==> src/wrg_cfg.svh <==
`ifndef WRG_CFG_SVH
`define WRG_CFG_SVH

// device register map seen from the host bus
`define WRG_A_FIFO_LO 9'h000
`define WRG_A_FIFO_HI 9'h04C
`define WRG_A_IRQ_SETUP 9'h054
`define WRG_A_IRQ_FLAGS 9'h058
`define WRG_A_IRQ_MASK 9'h05C
`define WRG_A_PROBE 9'h064
`define WRG_A_FIFO_THR 9'h068
`define WRG_A_TX_FIFO_LEVEL 9'h080

// clock period and minimum write-to-read waits, in ns
`define WRG_CLK_NS 100
`define WRG_NS_ANY 45
`define WRG_NS_TXFIFO_LEVEL 135
`define WRG_NS_SETUP_SETUP 60
`define WRG_NS_MASK_SETUP 90
`define WRG_NS_MASK_FLAGS 60
`define WRG_NS_FLAGS_SETUP 180
`define WRG_NS_FLAGS_FLAGS 170
`define WRG_NS_THR_SETUP 90
`define WRG_NS_THR_FLAGS 80

// least time rounds up to whole cycles
`define WRG_CYC(ns) (((ns) + `WRG_CLK_NS - 1) / `WRG_CLK_NS)

// read strobe length: covers the two-stage data synchroniser
`define WRG_RD_HOLD_CYC 3
`define WRG_CNT_ZERO 0
`define WRG_ONE 1

`endif

==> src/wrg_pkg.sv <==
package wrg_pkg;

	// one-hot access sequencer states
	typedef enum logic [3:0] {
		WRG_ST_IDLE = 4'b0001,
		WRG_ST_WRITE = 4'b0010,
		WRG_ST_HOLD = 4'b0100,
		WRG_ST_READ = 4'b1000
	} wrg_state_t;

endpackage : wrg_pkg

==> src/wrg_guard.sv <==
`timescale 1ns/1ps
`default_nettype none
`include "wrg_cfg.svh"

module wrg_guard #(
	parameter int ADDR_W = 9,
	parameter int DATA_W = 32,
	parameter int CNT_W = 8
) (
	input wire logic mclk_in,
	input wire logic rst_b_in,
	input wire logic ce_in,
	input wire logic req_valid_in,
	input wire logic req_write_in,
	input wire logic req_last_in,
	input wire logic req_local_in,
	input wire logic [ADDR_W-1:0] req_addr_in,
	input wire logic [DATA_W-1:0] req_wdata_in,
	output logic req_ready_out,
	output logic rsp_valid_out,
	output logic [DATA_W-1:0] rsp_rdata_out,
	output logic [ADDR_W-1:0] dev_addr_out,
	output logic dev_wr_out,
	output logic dev_rd_out,
	output logic [DATA_W-1:0] dev_data_out,
	output logic dev_data_oe_out,
	input wire logic [DATA_W-1:0] dev_data_in
);

	// saturation point of the elapsed counter and the last beat of the read strobe
	localparam logic [CNT_W-1:0] CNT_MAX = {CNT_W{1'b1}};
	localparam logic [CNT_W-1:0] RD_LAST = CNT_W'(`WRG_RD_HOLD_CYC - `WRG_ONE);

	// sequencer and request capture; every pin output is one of these registers
	wrg_pkg::wrg_state_t state_reg, state_next;
	logic ready_reg, ready_next;
	logic rvalid_reg, rvalid_next;
	logic [DATA_W-1:0] rdata_reg, rdata_next;
	logic [ADDR_W-1:0] addr_reg, addr_next;
	logic [DATA_W-1:0] wdata_reg, wdata_next;
	logic wr_reg, wr_next;
	logic rd_reg, rd_next;
	logic oe_reg, oe_next;
	logic last_reg, last_next;
	logic local_reg, local_next;
	logic [CNT_W-1:0] cnt_reg, cnt_next;
	// write history: target, fifo flag, cycles since its strobe ended
	logic hist_valid_reg, hist_valid_next;
	logic [ADDR_W-1:0] hist_addr_reg, hist_addr_next;
	logic hist_fifo_reg, hist_fifo_next;
	logic [CNT_W-1:0] elapsed_reg, elapsed_next;
	// device data comes from pins, so two stages before use
	logic [DATA_W-1:0] sync1_reg;
	logic [DATA_W-1:0] sync2_reg;
	// wait asked by the pair table and the permission to launch a read
	logic [CNT_W-1:0] need;
	logic go;

	// pair table: last write target and pending read target give a cycle count
	wrg_wait_table #(
		.ADDR_W(ADDR_W),
		.CNT_W(CNT_W)
	) u_table (
		.wr_addr_in(hist_addr_reg),
		.wr_fifo_in(hist_fifo_reg),
		.rd_addr_in(addr_reg),
		.need_out(need)
	);

	// read may start once no relevant write is pending or its time has run out
	assign go = !hist_valid_reg || local_reg || (elapsed_reg >= need);

	// sequencer next-state; every device cycle goes through here so spacing is enforced in hardware
	always_comb begin
		// strobes default low, so each lasts one cycle unless a state raises it again
		state_next = state_reg;
		ready_next = ready_reg;
		rvalid_next = 1'b0;
		rdata_next = rdata_reg;
		addr_next = addr_reg;
		wdata_next = wdata_reg;
		wr_next = 1'b0;
		rd_next = 1'b0;
		oe_next = 1'b0;
		last_next = last_reg;
		local_next = local_reg;
		cnt_next = cnt_reg;
		unique case (state_reg)
			wrg_pkg::WRG_ST_IDLE: begin
				// capture the whole request so the pins stay steady through the access
				if (req_valid_in && ready_reg) begin
					ready_next = 1'b0;
					addr_next = req_addr_in;
					wdata_next = req_wdata_in;
					last_next = req_last_in;
					local_next = req_local_in;
					if (req_write_in) begin
						wr_next = 1'b1;
						oe_next = 1'b1;
						state_next = wrg_pkg::WRG_ST_WRITE;
					end else begin
						state_next = wrg_pkg::WRG_ST_HOLD;
					end
				end
			end
			wrg_pkg::WRG_ST_WRITE: begin
				// one-cycle strobe; the device takes address and data on it
				ready_next = 1'b1;
				state_next = wrg_pkg::WRG_ST_IDLE;
			end
			wrg_pkg::WRG_ST_HOLD: begin
				// a parked read costs at least this one cycle, so one-cycle waits come free
				if (go) begin
					rd_next = 1'b1;
					cnt_next = CNT_W'(`WRG_CNT_ZERO);
					state_next = wrg_pkg::WRG_ST_READ;
				end
			end
			wrg_pkg::WRG_ST_READ: begin
				// data was caught in the first strobe cycle and has passed both stages by now
				if (cnt_reg == RD_LAST) begin
					rdata_next = sync2_reg;
					rvalid_next = 1'b1;
					ready_next = 1'b1;
					state_next = wrg_pkg::WRG_ST_IDLE;
				end else begin
					// keep the strobe up for the remaining beats
					rd_next = 1'b1;
					cnt_next = cnt_reg + CNT_W'(`WRG_ONE);
				end
			end
		endcase
	end

	// history next-state; elapsed time counts every kind of traffic, dummy reads included
	always_comb begin
		hist_valid_next = hist_valid_reg;
		hist_addr_next = hist_addr_reg;
		hist_fifo_next = hist_fifo_reg;
		// saturating, so a long quiet spell never wraps back into a false short wait
		elapsed_next = (elapsed_reg == CNT_MAX) ? elapsed_reg : elapsed_reg + CNT_W'(`WRG_ONE);
		// only the piece that completes the word, on a core register, restarts the clock
		if (state_reg == wrg_pkg::WRG_ST_WRITE && last_reg && !local_reg) begin
			hist_valid_next = 1'b1;
			hist_addr_next = addr_reg;
			hist_fifo_next = (addr_reg >= ADDR_W'(`WRG_A_FIFO_LO)) && (addr_reg <= ADDR_W'(`WRG_A_FIFO_HI));
			elapsed_next = CNT_W'(`WRG_CNT_ZERO);
		end
	end

	// state registers; clock enable low freezes everything
	always_ff @(posedge mclk_in or negedge rst_b_in) begin
		if (!rst_b_in) begin
			state_reg <= wrg_pkg::WRG_ST_IDLE;
			ready_reg <= 1'b1;
			rvalid_reg <= 1'b0;
			rdata_reg <= '0;
			addr_reg <= '0;
			wdata_reg <= '0;
			wr_reg <= 1'b0;
			rd_reg <= 1'b0;
			oe_reg <= 1'b0;
			last_reg <= 1'b0;
			local_reg <= 1'b0;
			cnt_reg <= '0;
			hist_valid_reg <= 1'b0;
			hist_addr_reg <= '0;
			hist_fifo_reg <= 1'b0;
			elapsed_reg <= '0;
			sync1_reg <= '0;
			sync2_reg <= '0;
		end else if (ce_in) begin
			// limitation: waits count enabled cycles only, so gating the enable can only lengthen them
			state_reg <= state_next;
			ready_reg <= ready_next;
			rvalid_reg <= rvalid_next;
			rdata_reg <= rdata_next;
			addr_reg <= addr_next;
			wdata_reg <= wdata_next;
			wr_reg <= wr_next;
			rd_reg <= rd_next;
			oe_reg <= oe_next;
			last_reg <= last_next;
			local_reg <= local_next;
			cnt_reg <= cnt_next;
			hist_valid_reg <= hist_valid_next;
			hist_addr_reg <= hist_addr_next;
			hist_fifo_reg <= hist_fifo_next;
			elapsed_reg <= elapsed_next;
			sync1_reg <= dev_data_in;
			sync2_reg <= sync1_reg; // first stage read here only
		end
	end

	// pins come straight from registers, so no decode glitch reaches the device
	assign req_ready_out = ready_reg;
	assign rsp_valid_out = rvalid_reg;
	assign rsp_rdata_out = rdata_reg;
	assign dev_addr_out = addr_reg;
	assign dev_wr_out = wr_reg;
	assign dev_rd_out = rd_reg;
	assign dev_data_out = wdata_reg;
	assign dev_data_oe_out = oe_reg;

endmodule : wrg_guard
`default_nettype wire

==> src/wrg_wait_table.sv <==
`timescale 1ns/1ps
`default_nettype none
`include "wrg_cfg.svh"

module wrg_wait_table #(
	parameter int ADDR_W = 9,
	parameter int CNT_W = 8
) (
	input wire logic [ADDR_W-1:0] wr_addr_in,
	input wire logic wr_fifo_in,
	input wire logic [ADDR_W-1:0] rd_addr_in,
	output logic [CNT_W-1:0] need_out
);

	// larger of two waits; several writes affect more than one read target
	function automatic logic [CNT_W-1:0] wrg_max(input logic [CNT_W-1:0] a, input logic [CNT_W-1:0] b);
		wrg_max = (a > b) ? a : b;
	endfunction : wrg_max

	localparam logic [CNT_W-1:0] C_ANY = CNT_W'(`WRG_CYC(`WRG_NS_ANY));
	localparam logic [CNT_W-1:0] C_TXL = CNT_W'(`WRG_CYC(`WRG_NS_TXFIFO_LEVEL));
	localparam logic [CNT_W-1:0] C_SS = CNT_W'(`WRG_CYC(`WRG_NS_SETUP_SETUP));
	localparam logic [CNT_W-1:0] C_MS = CNT_W'(`WRG_CYC(`WRG_NS_MASK_SETUP));
	localparam logic [CNT_W-1:0] C_MF = CNT_W'(`WRG_CYC(`WRG_NS_MASK_FLAGS));
	localparam logic [CNT_W-1:0] C_FS = CNT_W'(`WRG_CYC(`WRG_NS_FLAGS_SETUP));
	localparam logic [CNT_W-1:0] C_FF = CNT_W'(`WRG_CYC(`WRG_NS_FLAGS_FLAGS));
	localparam logic [CNT_W-1:0] C_TS = CNT_W'(`WRG_CYC(`WRG_NS_THR_SETUP));
	localparam logic [CNT_W-1:0] C_TF = CNT_W'(`WRG_CYC(`WRG_NS_THR_FLAGS));

	logic rd_setup;
	logic rd_flags;
	assign rd_setup = (rd_addr_in == ADDR_W'(`WRG_A_IRQ_SETUP));
	assign rd_flags = (rd_addr_in == ADDR_W'(`WRG_A_IRQ_FLAGS));

	// any read after a write except the probe waits the base time; the pair table can only lengthen it
	always_comb begin
		need_out = C_ANY;
		if (wr_fifo_in && rd_addr_in == ADDR_W'(`WRG_A_TX_FIFO_LEVEL)) begin
			need_out = wrg_max(need_out, C_TXL);
		end
		if (wr_addr_in == ADDR_W'(`WRG_A_IRQ_SETUP) && rd_setup) begin
			need_out = wrg_max(need_out, C_SS);
		end
		if (wr_addr_in == ADDR_W'(`WRG_A_IRQ_MASK)) begin
			if (rd_setup) need_out = wrg_max(need_out, C_MS);
			if (rd_flags) need_out = wrg_max(need_out, C_MF);
		end
		if (wr_addr_in == ADDR_W'(`WRG_A_IRQ_FLAGS)) begin
			if (rd_setup) need_out = wrg_max(need_out, C_FS);
			if (rd_flags) need_out = wrg_max(need_out, C_FF);
		end
		if (wr_addr_in == ADDR_W'(`WRG_A_FIFO_THR)) begin
			if (rd_setup) need_out = wrg_max(need_out, C_TS);
			if (rd_flags) need_out = wrg_max(need_out, C_TF);
		end
		// the probe register is the dummy read itself and never waits
		if (rd_addr_in == ADDR_W'(`WRG_A_PROBE)) begin
			need_out = CNT_W'(`WRG_CNT_ZERO);
		end
	end

endmodule : wrg_wait_table
`default_nettype wire

==> config.mk <==
export PLATFORM = sky130hd
export DESIGN_NAME = wrg_guard
export DESIGN_NICKNAME = d
export VERILOG_FILES = /design/src/wrg_pkg.sv /design/src/wrg_guard.sv /design/src/wrg_wait_table.sv
export VERILOG_INCLUDE_DIRS = /design/src
export SDC_FILE = /design/constraint.sdc
export NUM_CORES = 1
export LEC_CHECK = 0
export ABC_AREA = 1
export BUFFER_PORTS_ARGS = -buffer_cell sky130_fd_sc_hd__clkbuf_2
export CAP_MARGIN = 20
export CORE_MARGIN = 2
export CORE_UTILIZATION = 55
export CTS_CLUSTER_DIAMETER = 200
export CTS_CLUSTER_SIZE = 25
export DETAILED_ROUTE_END_ITERATION = 7
export GPL_ROUTABILITY_DRIVEN = 0
export HOLD_SLACK_MARGIN = 0.06
export PLACE_DENSITY_LB_ADDON = 0.05
export SYNTH_ARGS = -nofsm -noshare
export SYNTH_HDL_FRONTEND = slang
export SYNTH_HIERARCHICAL = 1
export SYNTH_SLANG_ARGS = --single-unit
==> constraint.sdc <==
create_clock -name mclk_in -period 4.05 [get_ports mclk_in]
set_clock_uncertainty 0.1 [all_clocks]
set_input_delay 0.81 -clock mclk_in [delete_from_list [all_inputs] [get_ports mclk_in]]
set_output_delay 0.81 -clock mclk_in [all_outputs]
set_load 0.05 [all_outputs]
==> key figures, run 1 <==
Clock tree
  • Longest Clk Path Bufs: 2
  • CTS tree: built
  • Root Buffer Master: clkbuf_16
  • PostCTS Resize Cnt: 0
  • CTS Buf Count: 17
  • Hold Buf Count CTS: 0
  • H-tree Lvls: 4
  • Worst-Skew Late Latency: 0.42 ns
  • Setup Fix Bufs, Post-CTS: 0
  • Clock transition at path regs: 0.07 ns
  • Clock sinks: 174

Drt
  • Drt first pass iters: 5
  • Routed length per placed instance: 12.4 µm
  • Via count: 5935
  • DR vias/cell: 4.84
  • Remaining DRCs: 0
  • DRT iter0 DRCs: 403
  • Final WL: 15200 µm
  • Post-DRT Antenna Nets: 0

GRT
  • GRT Util Overall: 22.1%
  • Number of global-route vias before repair: 5636
  • Global-route wire length before repair: 25800 µm
  • Initial antenna violation count: 0
  • Pin count of the biggest net entering global routing: 101
  • Congestion Overflow GR: 0

Timing
  • Final setup margin: 1.48 ns
  • Final period util: 63.5%
  • Setup_tns: 0 ns
  • Max Slew Vio Count: 0
  • Fin crit period: 2.57 ns
  • Setup violators final: 0
  • Worst slew pin tran: 0.910 ns
  • Hold slack: 0.361 ns
  • Max Freq: 389 MHz
  • RSZ-0062 raised after global routing: no
  • Final Hold Vio Count: 0
  • Max-slew headroom: 39.3%

Min path
  • Hold WC Path Type: reg -> reg
  • Hold Path End: hist_valid_reg
  • Min-delay src: hist_valid_reg
  • Worst hold path depth: 2

Logic synthesis
  • Synth unique cells: 31
  • Synth Warn #: 6
  • Mapped Area: 7560 µm²
  • Avg Inst Size Synth: 8.48 µm²
  • Mapped Cells: 892
  • Post-synthesis sequential area ratio: 57.6%
  • Synthesis-stage register bit count: 174

Layout
  • Commonest non-fill, non-tap cell in the layout: nand2_1
  • Filler instances: 1150
  • Layout net count: 1129
  • Commonest non-fill, non-tap cells in the layout: 303 x nand2_1, 172 x dfrtp_1, 155 x clkbuf_2, 120 x inv_1, 101 x o21ai_0
  • Layout cells sized above 1: 20.2%
  • P&R area growth vs syn: 20.0%
  • Antenna cells: 0

Floorplan
  • Core area: 13300 µm²
  • Die area: 14700 µm²
  • Die X-Extent: 121 µm
  • Chip Height: 121 µm
  • I/O pin total: 158
  • Initial Util: 56.7%
  • FP Rows: 42

Worst setup path
  • Buffers and inverters on the worst path: 2
  • Most frequent CP cell: nand2_1
  • Reg-to-Reg End: state_reg[2]
  • Startpoint types: register
  • Cell family with most CP delay: simple AND/OR/NAND/NOR gates
  • Worst EP arrival: 2.83 ns
  • CP peak stage delay: 0.43 ns
  • Kind of critical path: reg -> reg
  • Slowest cell on crit path: dfrtp_1
  • Maximum fanout along the worst path: 13
  • CP Capture Type: register
  • Reg2Reg Setup Slack: 1.48 ns
  • Crit path depth: 16
  • Critical Path RT: 4.31 ns
  • Worst reg-to-reg path cell count: 16
  • Crit Reg-Reg Startpoint: dev_addr_out[0]
  • CP cell instances: inv_1 -> nand2_1 -> nor3_1 -> nand4_1 -> nand2_1 -> inv_1 -> ha_1 -> nand2_1 -> nor2_1 -> nor2_1 -> nand2_1 -> nand2_1 -> nand3_1 -> nand2_1 -> nand2_1 -> nand2_1

Place
  • DP HPWL: 10100 µm
  • Buffers on Ports: 157
  • Pre-CTS setup slack: 1.46 ns

Pwr
  • Worst VDD drop: 456 µV
  • Leakage dissipation: 4.96 nW
  • Power Dens Cells: 660 nW/µm²

Run
  • Max-cap viol count: 0

Status
  • Status: completed
[synthesized netlist by cell type, drive strengths merged]
master | number | area share (%)
xnor2 | 2 | 0.23
nand3 | 30 | 2.2
nor3b | 1 | 0.099
nand2 | 305 | 15
o21ai | 116 | 7.7
clkbuf | 18 | 0.93
nor3 | 6 | 0.46
dfrtp | 172 | 57
nand4 | 12 | 1.2
dfstp | 2 | 0.69
a21oi | 15 | 1.1
ha | 11 | 1.8
conb | 1 | 0.050
xor2 | 4 | 0.46
nor2 | 52 | 2.8
inv | 123 | 6.1
buf | 22 | 1.9
[where the power goes]
group | switching [W] | internal, W
clock network | 0.000695 | 0.000979
registers | 0.000286 | 0.00213
logic | 0.00143 | 0.000473
[final cells by class]
class                   count  area (µm²)  area share (%)
clock buffers              17         425            4.69
clock inverters            15         185            2.04
inverters                 123         462            5.09
multi-input cells         560        2560            28.2
flip-flops and latches    174        4360            48.0
well taps                 176         220            2.43
repair buffers            162         865            9.53
[how the worst max path moves through the flow]
| stage | from | to |
|---|---|---|
| after global placement | ce_in | hist_addr_reg[8] |
| after global routing | dev_addr_out[6] | state_reg[0] |
| after CTS | dev_addr_out[3] | state_reg[2] |
| after detailed placement | ce_in | hist_addr_reg[0] |
| after floorplan | dev_addr_out[4] | cnt_reg[3] |
| final | dev_addr_out[0] | state_reg[2] |
[stage by stage]
| stage | instance area, µm² | total power (W) | utilization, % | instances |
|---|---|---|---|---|
| 5_1_grt | 9070 | 0.00633 | 68.0 | 1227 |
| 2_1_floorplan | 7580 | 0.00384 | - | 897 |
| 4_1_cts | 9040 | 0.00603 | 67.8 | 1226 |
| 6_report | 9070 | 0.00599 | 68.0 | 1227 |
| 3_3_place_gp | 8430 | 0.00431 | 63.2 | 1194 |
| 3_5_place_dp | 8430 | 0.00434 | 63.2 | 1194 |
[routing by layer]
layer	vias up	GRT usage, %	wire length [µm]
li1	3036	-	-
met1	2764	29.2	6820
met2	119	36.7	7580
met3	16	5.36	686
met4	0	6.39	165
met5	-	0	0
[worst register-to-register path, delay by kind of cell (launching register included)]
family / cells / cell delay (ns)
adders and majority gates: 1 / 0.28
and+or+nand+nor: 13 / 1.59
DFF: 1 / 0.43
buffers and inverters: 2 / 0.11
[cells by family (layout without fill, tap and decap cells)]
family | count (synthesis) | in the layout | synth area share, %
xor gates and xnor gates | 6 | 6 | 0.695
DFF | 174 | 174 | 57.6
adders and majority gates | 11 | 11 | 1.82
AOI/OAI and AO/OA | 131 | 131 | 8.82
buffers and inverters | 163 | 317 | 8.92
other | 1 | 6 | 0.0496
and+or+nand+nor | 406 | 406 | 22.1
Power figures use the tool's default switching activity.
==> run 2: changes to the inputs <==
==> constraint.sdc (replaced) <==
create_clock -name mclk_in -period 2.65 [get_ports mclk_in]
set_clock_uncertainty 0.1 [all_clocks]
set_input_delay 0.53 -clock mclk_in [delete_from_list [all_inputs] [get_ports mclk_in]]
set_output_delay 0.53 -clock mclk_in [all_outputs]
set_load 0.05 [all_outputs]
==> run 2 against run 1 <==
  * Critical path depth increased by 1
  * Die area unchanged
  * Critical endpoint is now cnt_reg[7]
  * Combinational power up 53%
  * Routed wire length is 0.42% lower
  * Utilization grew 0.20 points
==> key figures, run 2 (synthesis results as in run 1) <==
Status
  • Status: completed

Place
  • Buffers on Ports: 157 (unchanged)
  • Placed Instance Area: 8510 µm² (+0.92%)
  • Pre-CTS setup slack: 0.359 ns (-1.10 ns)
  • DP HPWL: 10500 µm (+3.5%)

Worst setup path
  • Kind of critical path: reg -> reg
  • Crit Reg-Reg Startpoint: dev_addr_out[1]
  • Startpoint types: register
  • Worst EP arrival: 2.49 ns (-0.34 ns)
  • Critical path startpoint: dev_addr_out[1]
  • CP cell instances: nor2_4 -> nand3_2 -> nor3_2 -> nand2_1 -> nand2_1 -> inv_1 -> ha_1 -> nand2_1 -> nor2_1 -> nor2_1 -> nand2_1 -> nand2_1 -> nand3_1 -> buf_4 -> nand2_4 -> nand2_1 -> nand2_1
  • Reg2Reg Setup Slack: 0.36 ns (-1.12 ns)
  • Worst reg-to-reg path cell count: 17 (+1)
  • CP peak stage delay: 0.43 ns (about the same)
  • Reg-to-Reg End: cnt_reg[7]
  • Worst Setup EP: cnt_reg[7]
  • Slowest cell on crit path: dfrtp_1
  • Most frequent CP cell: nand2_1
  • CP Capture Type: register
  • Buffers and inverters on the worst path: 2 (unchanged)
  • Crit path depth: 17 (+1)
  • Cell family with most CP delay: simple AND/OR/NAND/NOR gates
  • Critical Path RT: 2.85 ns (-1.46 ns)
  • Maximum fanout along the worst path: 13 (unchanged)

Timing
  • RSZ-0062 raised after global routing: no
  • Max Freq: 437 MHz (+12%)
  • Hold slack: 0.212 ns (-0.150 ns)
  • Final period util: 86.4% (+23 points)
  • Max Slew Vio Count: 0 (unchanged)
  • Max-slew headroom: 59.9% (+21 points)
  • Worst slew pin tran: 0.601 ns (-0.309 ns)
  • Setup violators final: 0 (unchanged)
  • Final setup margin: 0.360 ns (-1.12 ns)
  • Fin crit period: 2.29 ns (-0.282 ns)
  • Final Hold Vio Count: 0 (unchanged)
  • Setup_tns: 0 ns (unchanged)

Floorplan
  • Initial Util: 56.7% (unchanged)
  • Die X-Extent: 121 µm (unchanged)
  • FP Rows: 42 (unchanged)
  • Chip Height: 121 µm (unchanged)
  • I/O pin total: 158 (unchanged)
  • Die area: 14700 µm² (unchanged)
  • Core area: 13300 µm² (unchanged)

Layout
  • Commonest non-fill, non-tap cell in the layout: nand2_1
  • Antenna cells: 0 (unchanged)
  • Area of the multi-input gates: 2560 µm² (unchanged)
  • Filler instances: 1158 (+0.70%)
  • Layout cells sized above 1: 20.5% (+0.36 points)
  • Commonest non-fill, non-tap cells in the layout: 303 x nand2_1, 172 x dfrtp_1, 155 x clkbuf_2, 120 x inv_1, 101 x o21ai_0
  • P&R area growth vs syn: 20.3%
  • Final Cell Area: 9100 µm² (+0.29%)
  • Sequential cell area: 4360 µm² (unchanged)
  • Layout net count: 1136 (+0.62%)

Drt
  • Via count: 5905 (-0.51%)
  • Remaining DRCs: 0 (unchanged)
  • DRT iter0 DRCs: 345 (-14%)
  • Routed length per placed instance: 12.3 µm (-0.90%)
  • Final WL: 15200 µm (-0.42%)
  • Post-DRT Antenna Nets: 0 (unchanged)
  • DR vias/cell: 4.79 (-0.99%)
  • Drt first pass iters: 4 (-1)

Pwr
  • Switching power total: 0.00360 W (+49%)
  • Leakage dissipation: 4.99 nW (+0.55%)
  • Power Dens Cells: 988 nW/µm² (+50%)
  • Seq pwr share: 41.0% (+0.7 points)
  • Sw frac: 40.0% (-0.27 points)
  • Worst VDD drop: 790 µV (+73%)
  • Internal: 0.00540 W (+51%)
  • Clock Power Share: 26.6% (-1.4 points)
  • Power, Total: 0.00899 W (+50%)
  • Comb power frac: 32.4% (+0.6 points)

Clock tree
  • Worst-Skew Late Latency: 0.42 ns (about the same)
  • Root Buffer Master: clkbuf_16
  • Hold Buf Count CTS: 1 (+1)
  • Clock sinks: 174 (unchanged)
  • PostCTS Resize Cnt: 0 (unchanged)
  • Setup Fix Bufs, Post-CTS: 0 (unchanged)
  • Longest Clk Path Bufs: 2 (unchanged)
  • H-tree Lvls: 4 (unchanged)
  • CTS Buf Count: 17 (unchanged)
  • Clock transition at path regs: 0.06 ns (about the same)
  • CTS tree: built

GRT
  • Pin count of the biggest net entering global routing: 97 (-4.0%)
  • Number of global-route vias before repair: 5767 (+2.3%)
  • Global-route wire length before repair: 26400 µm (+2.6%)
  • Congestion Overflow GR: 0 (unchanged)
  • Initial antenna violation count: 0 (unchanged)
  • GRT Util Overall: 22.6% (+0.45 points)

Min path
  • Min-delay src: dev_data_in[23]
  • Hold WC Path Type: in -> reg

Run
  • Max-cap viol count: 0 (unchanged)
run 2: layout make-up:
type                            instances  area share, %
Inverter                              123           5.07
Timing Repair Buffer                  169           10.2
Multi-Input combinational cell        560           28.1
Clock buffer                           22           5.43
Clock inverter                          9          0.908
Tap cell                              176           2.42
Sequential cell                       174           47.9
run 2: worst min path at each step:
stage                     endpoint  slack [ns]  depth (start not counted)
floorplan               cnt_reg[0]        0.13                          0
global placement    hist_valid_reg        0.34                          2
detailed placement  hist_valid_reg        0.34                          2
CTS                  sync1_reg[22]        0.19                          3
global route         sync1_reg[30]        0.21                          3
finish               sync1_reg[23]        0.21                          3
run 2: tightest hold or removal path, stage by stage:
cell and delay [ns]:
clkbuf_2 0.07, nand2_1 0.04, nand2_1 0.05
run 2: layer usage:
metal,GRT usage [%],wire length [µm]
met5,0,0
met4,6.61,172
met3,5.17,614
met2,37.3,7370
met1,30.0,7030
run 2: power groups by stage:
stage	clock (W)	combinational, W	sequential [W]
after floorplan	0	0.00106	0.00481
after global placement	0	0.00291	0.00369
after detailed placement	0	0.00294	0.00373
after CTS	0.00244	0.00295	0.00369
after global routing	0.00257	0.00322	0.00377
final	0.00239	0.00291	0.00369
run 2: per-stage QoR:
step,cells,util [%]
2_1_floorplan,897,-
3_3_place_gp,1201,63.8
3_5_place_dp,1201,63.8
4_1_cts,1233,68.2
5_1_grt,1233,68.2
6_report,1233,68.2
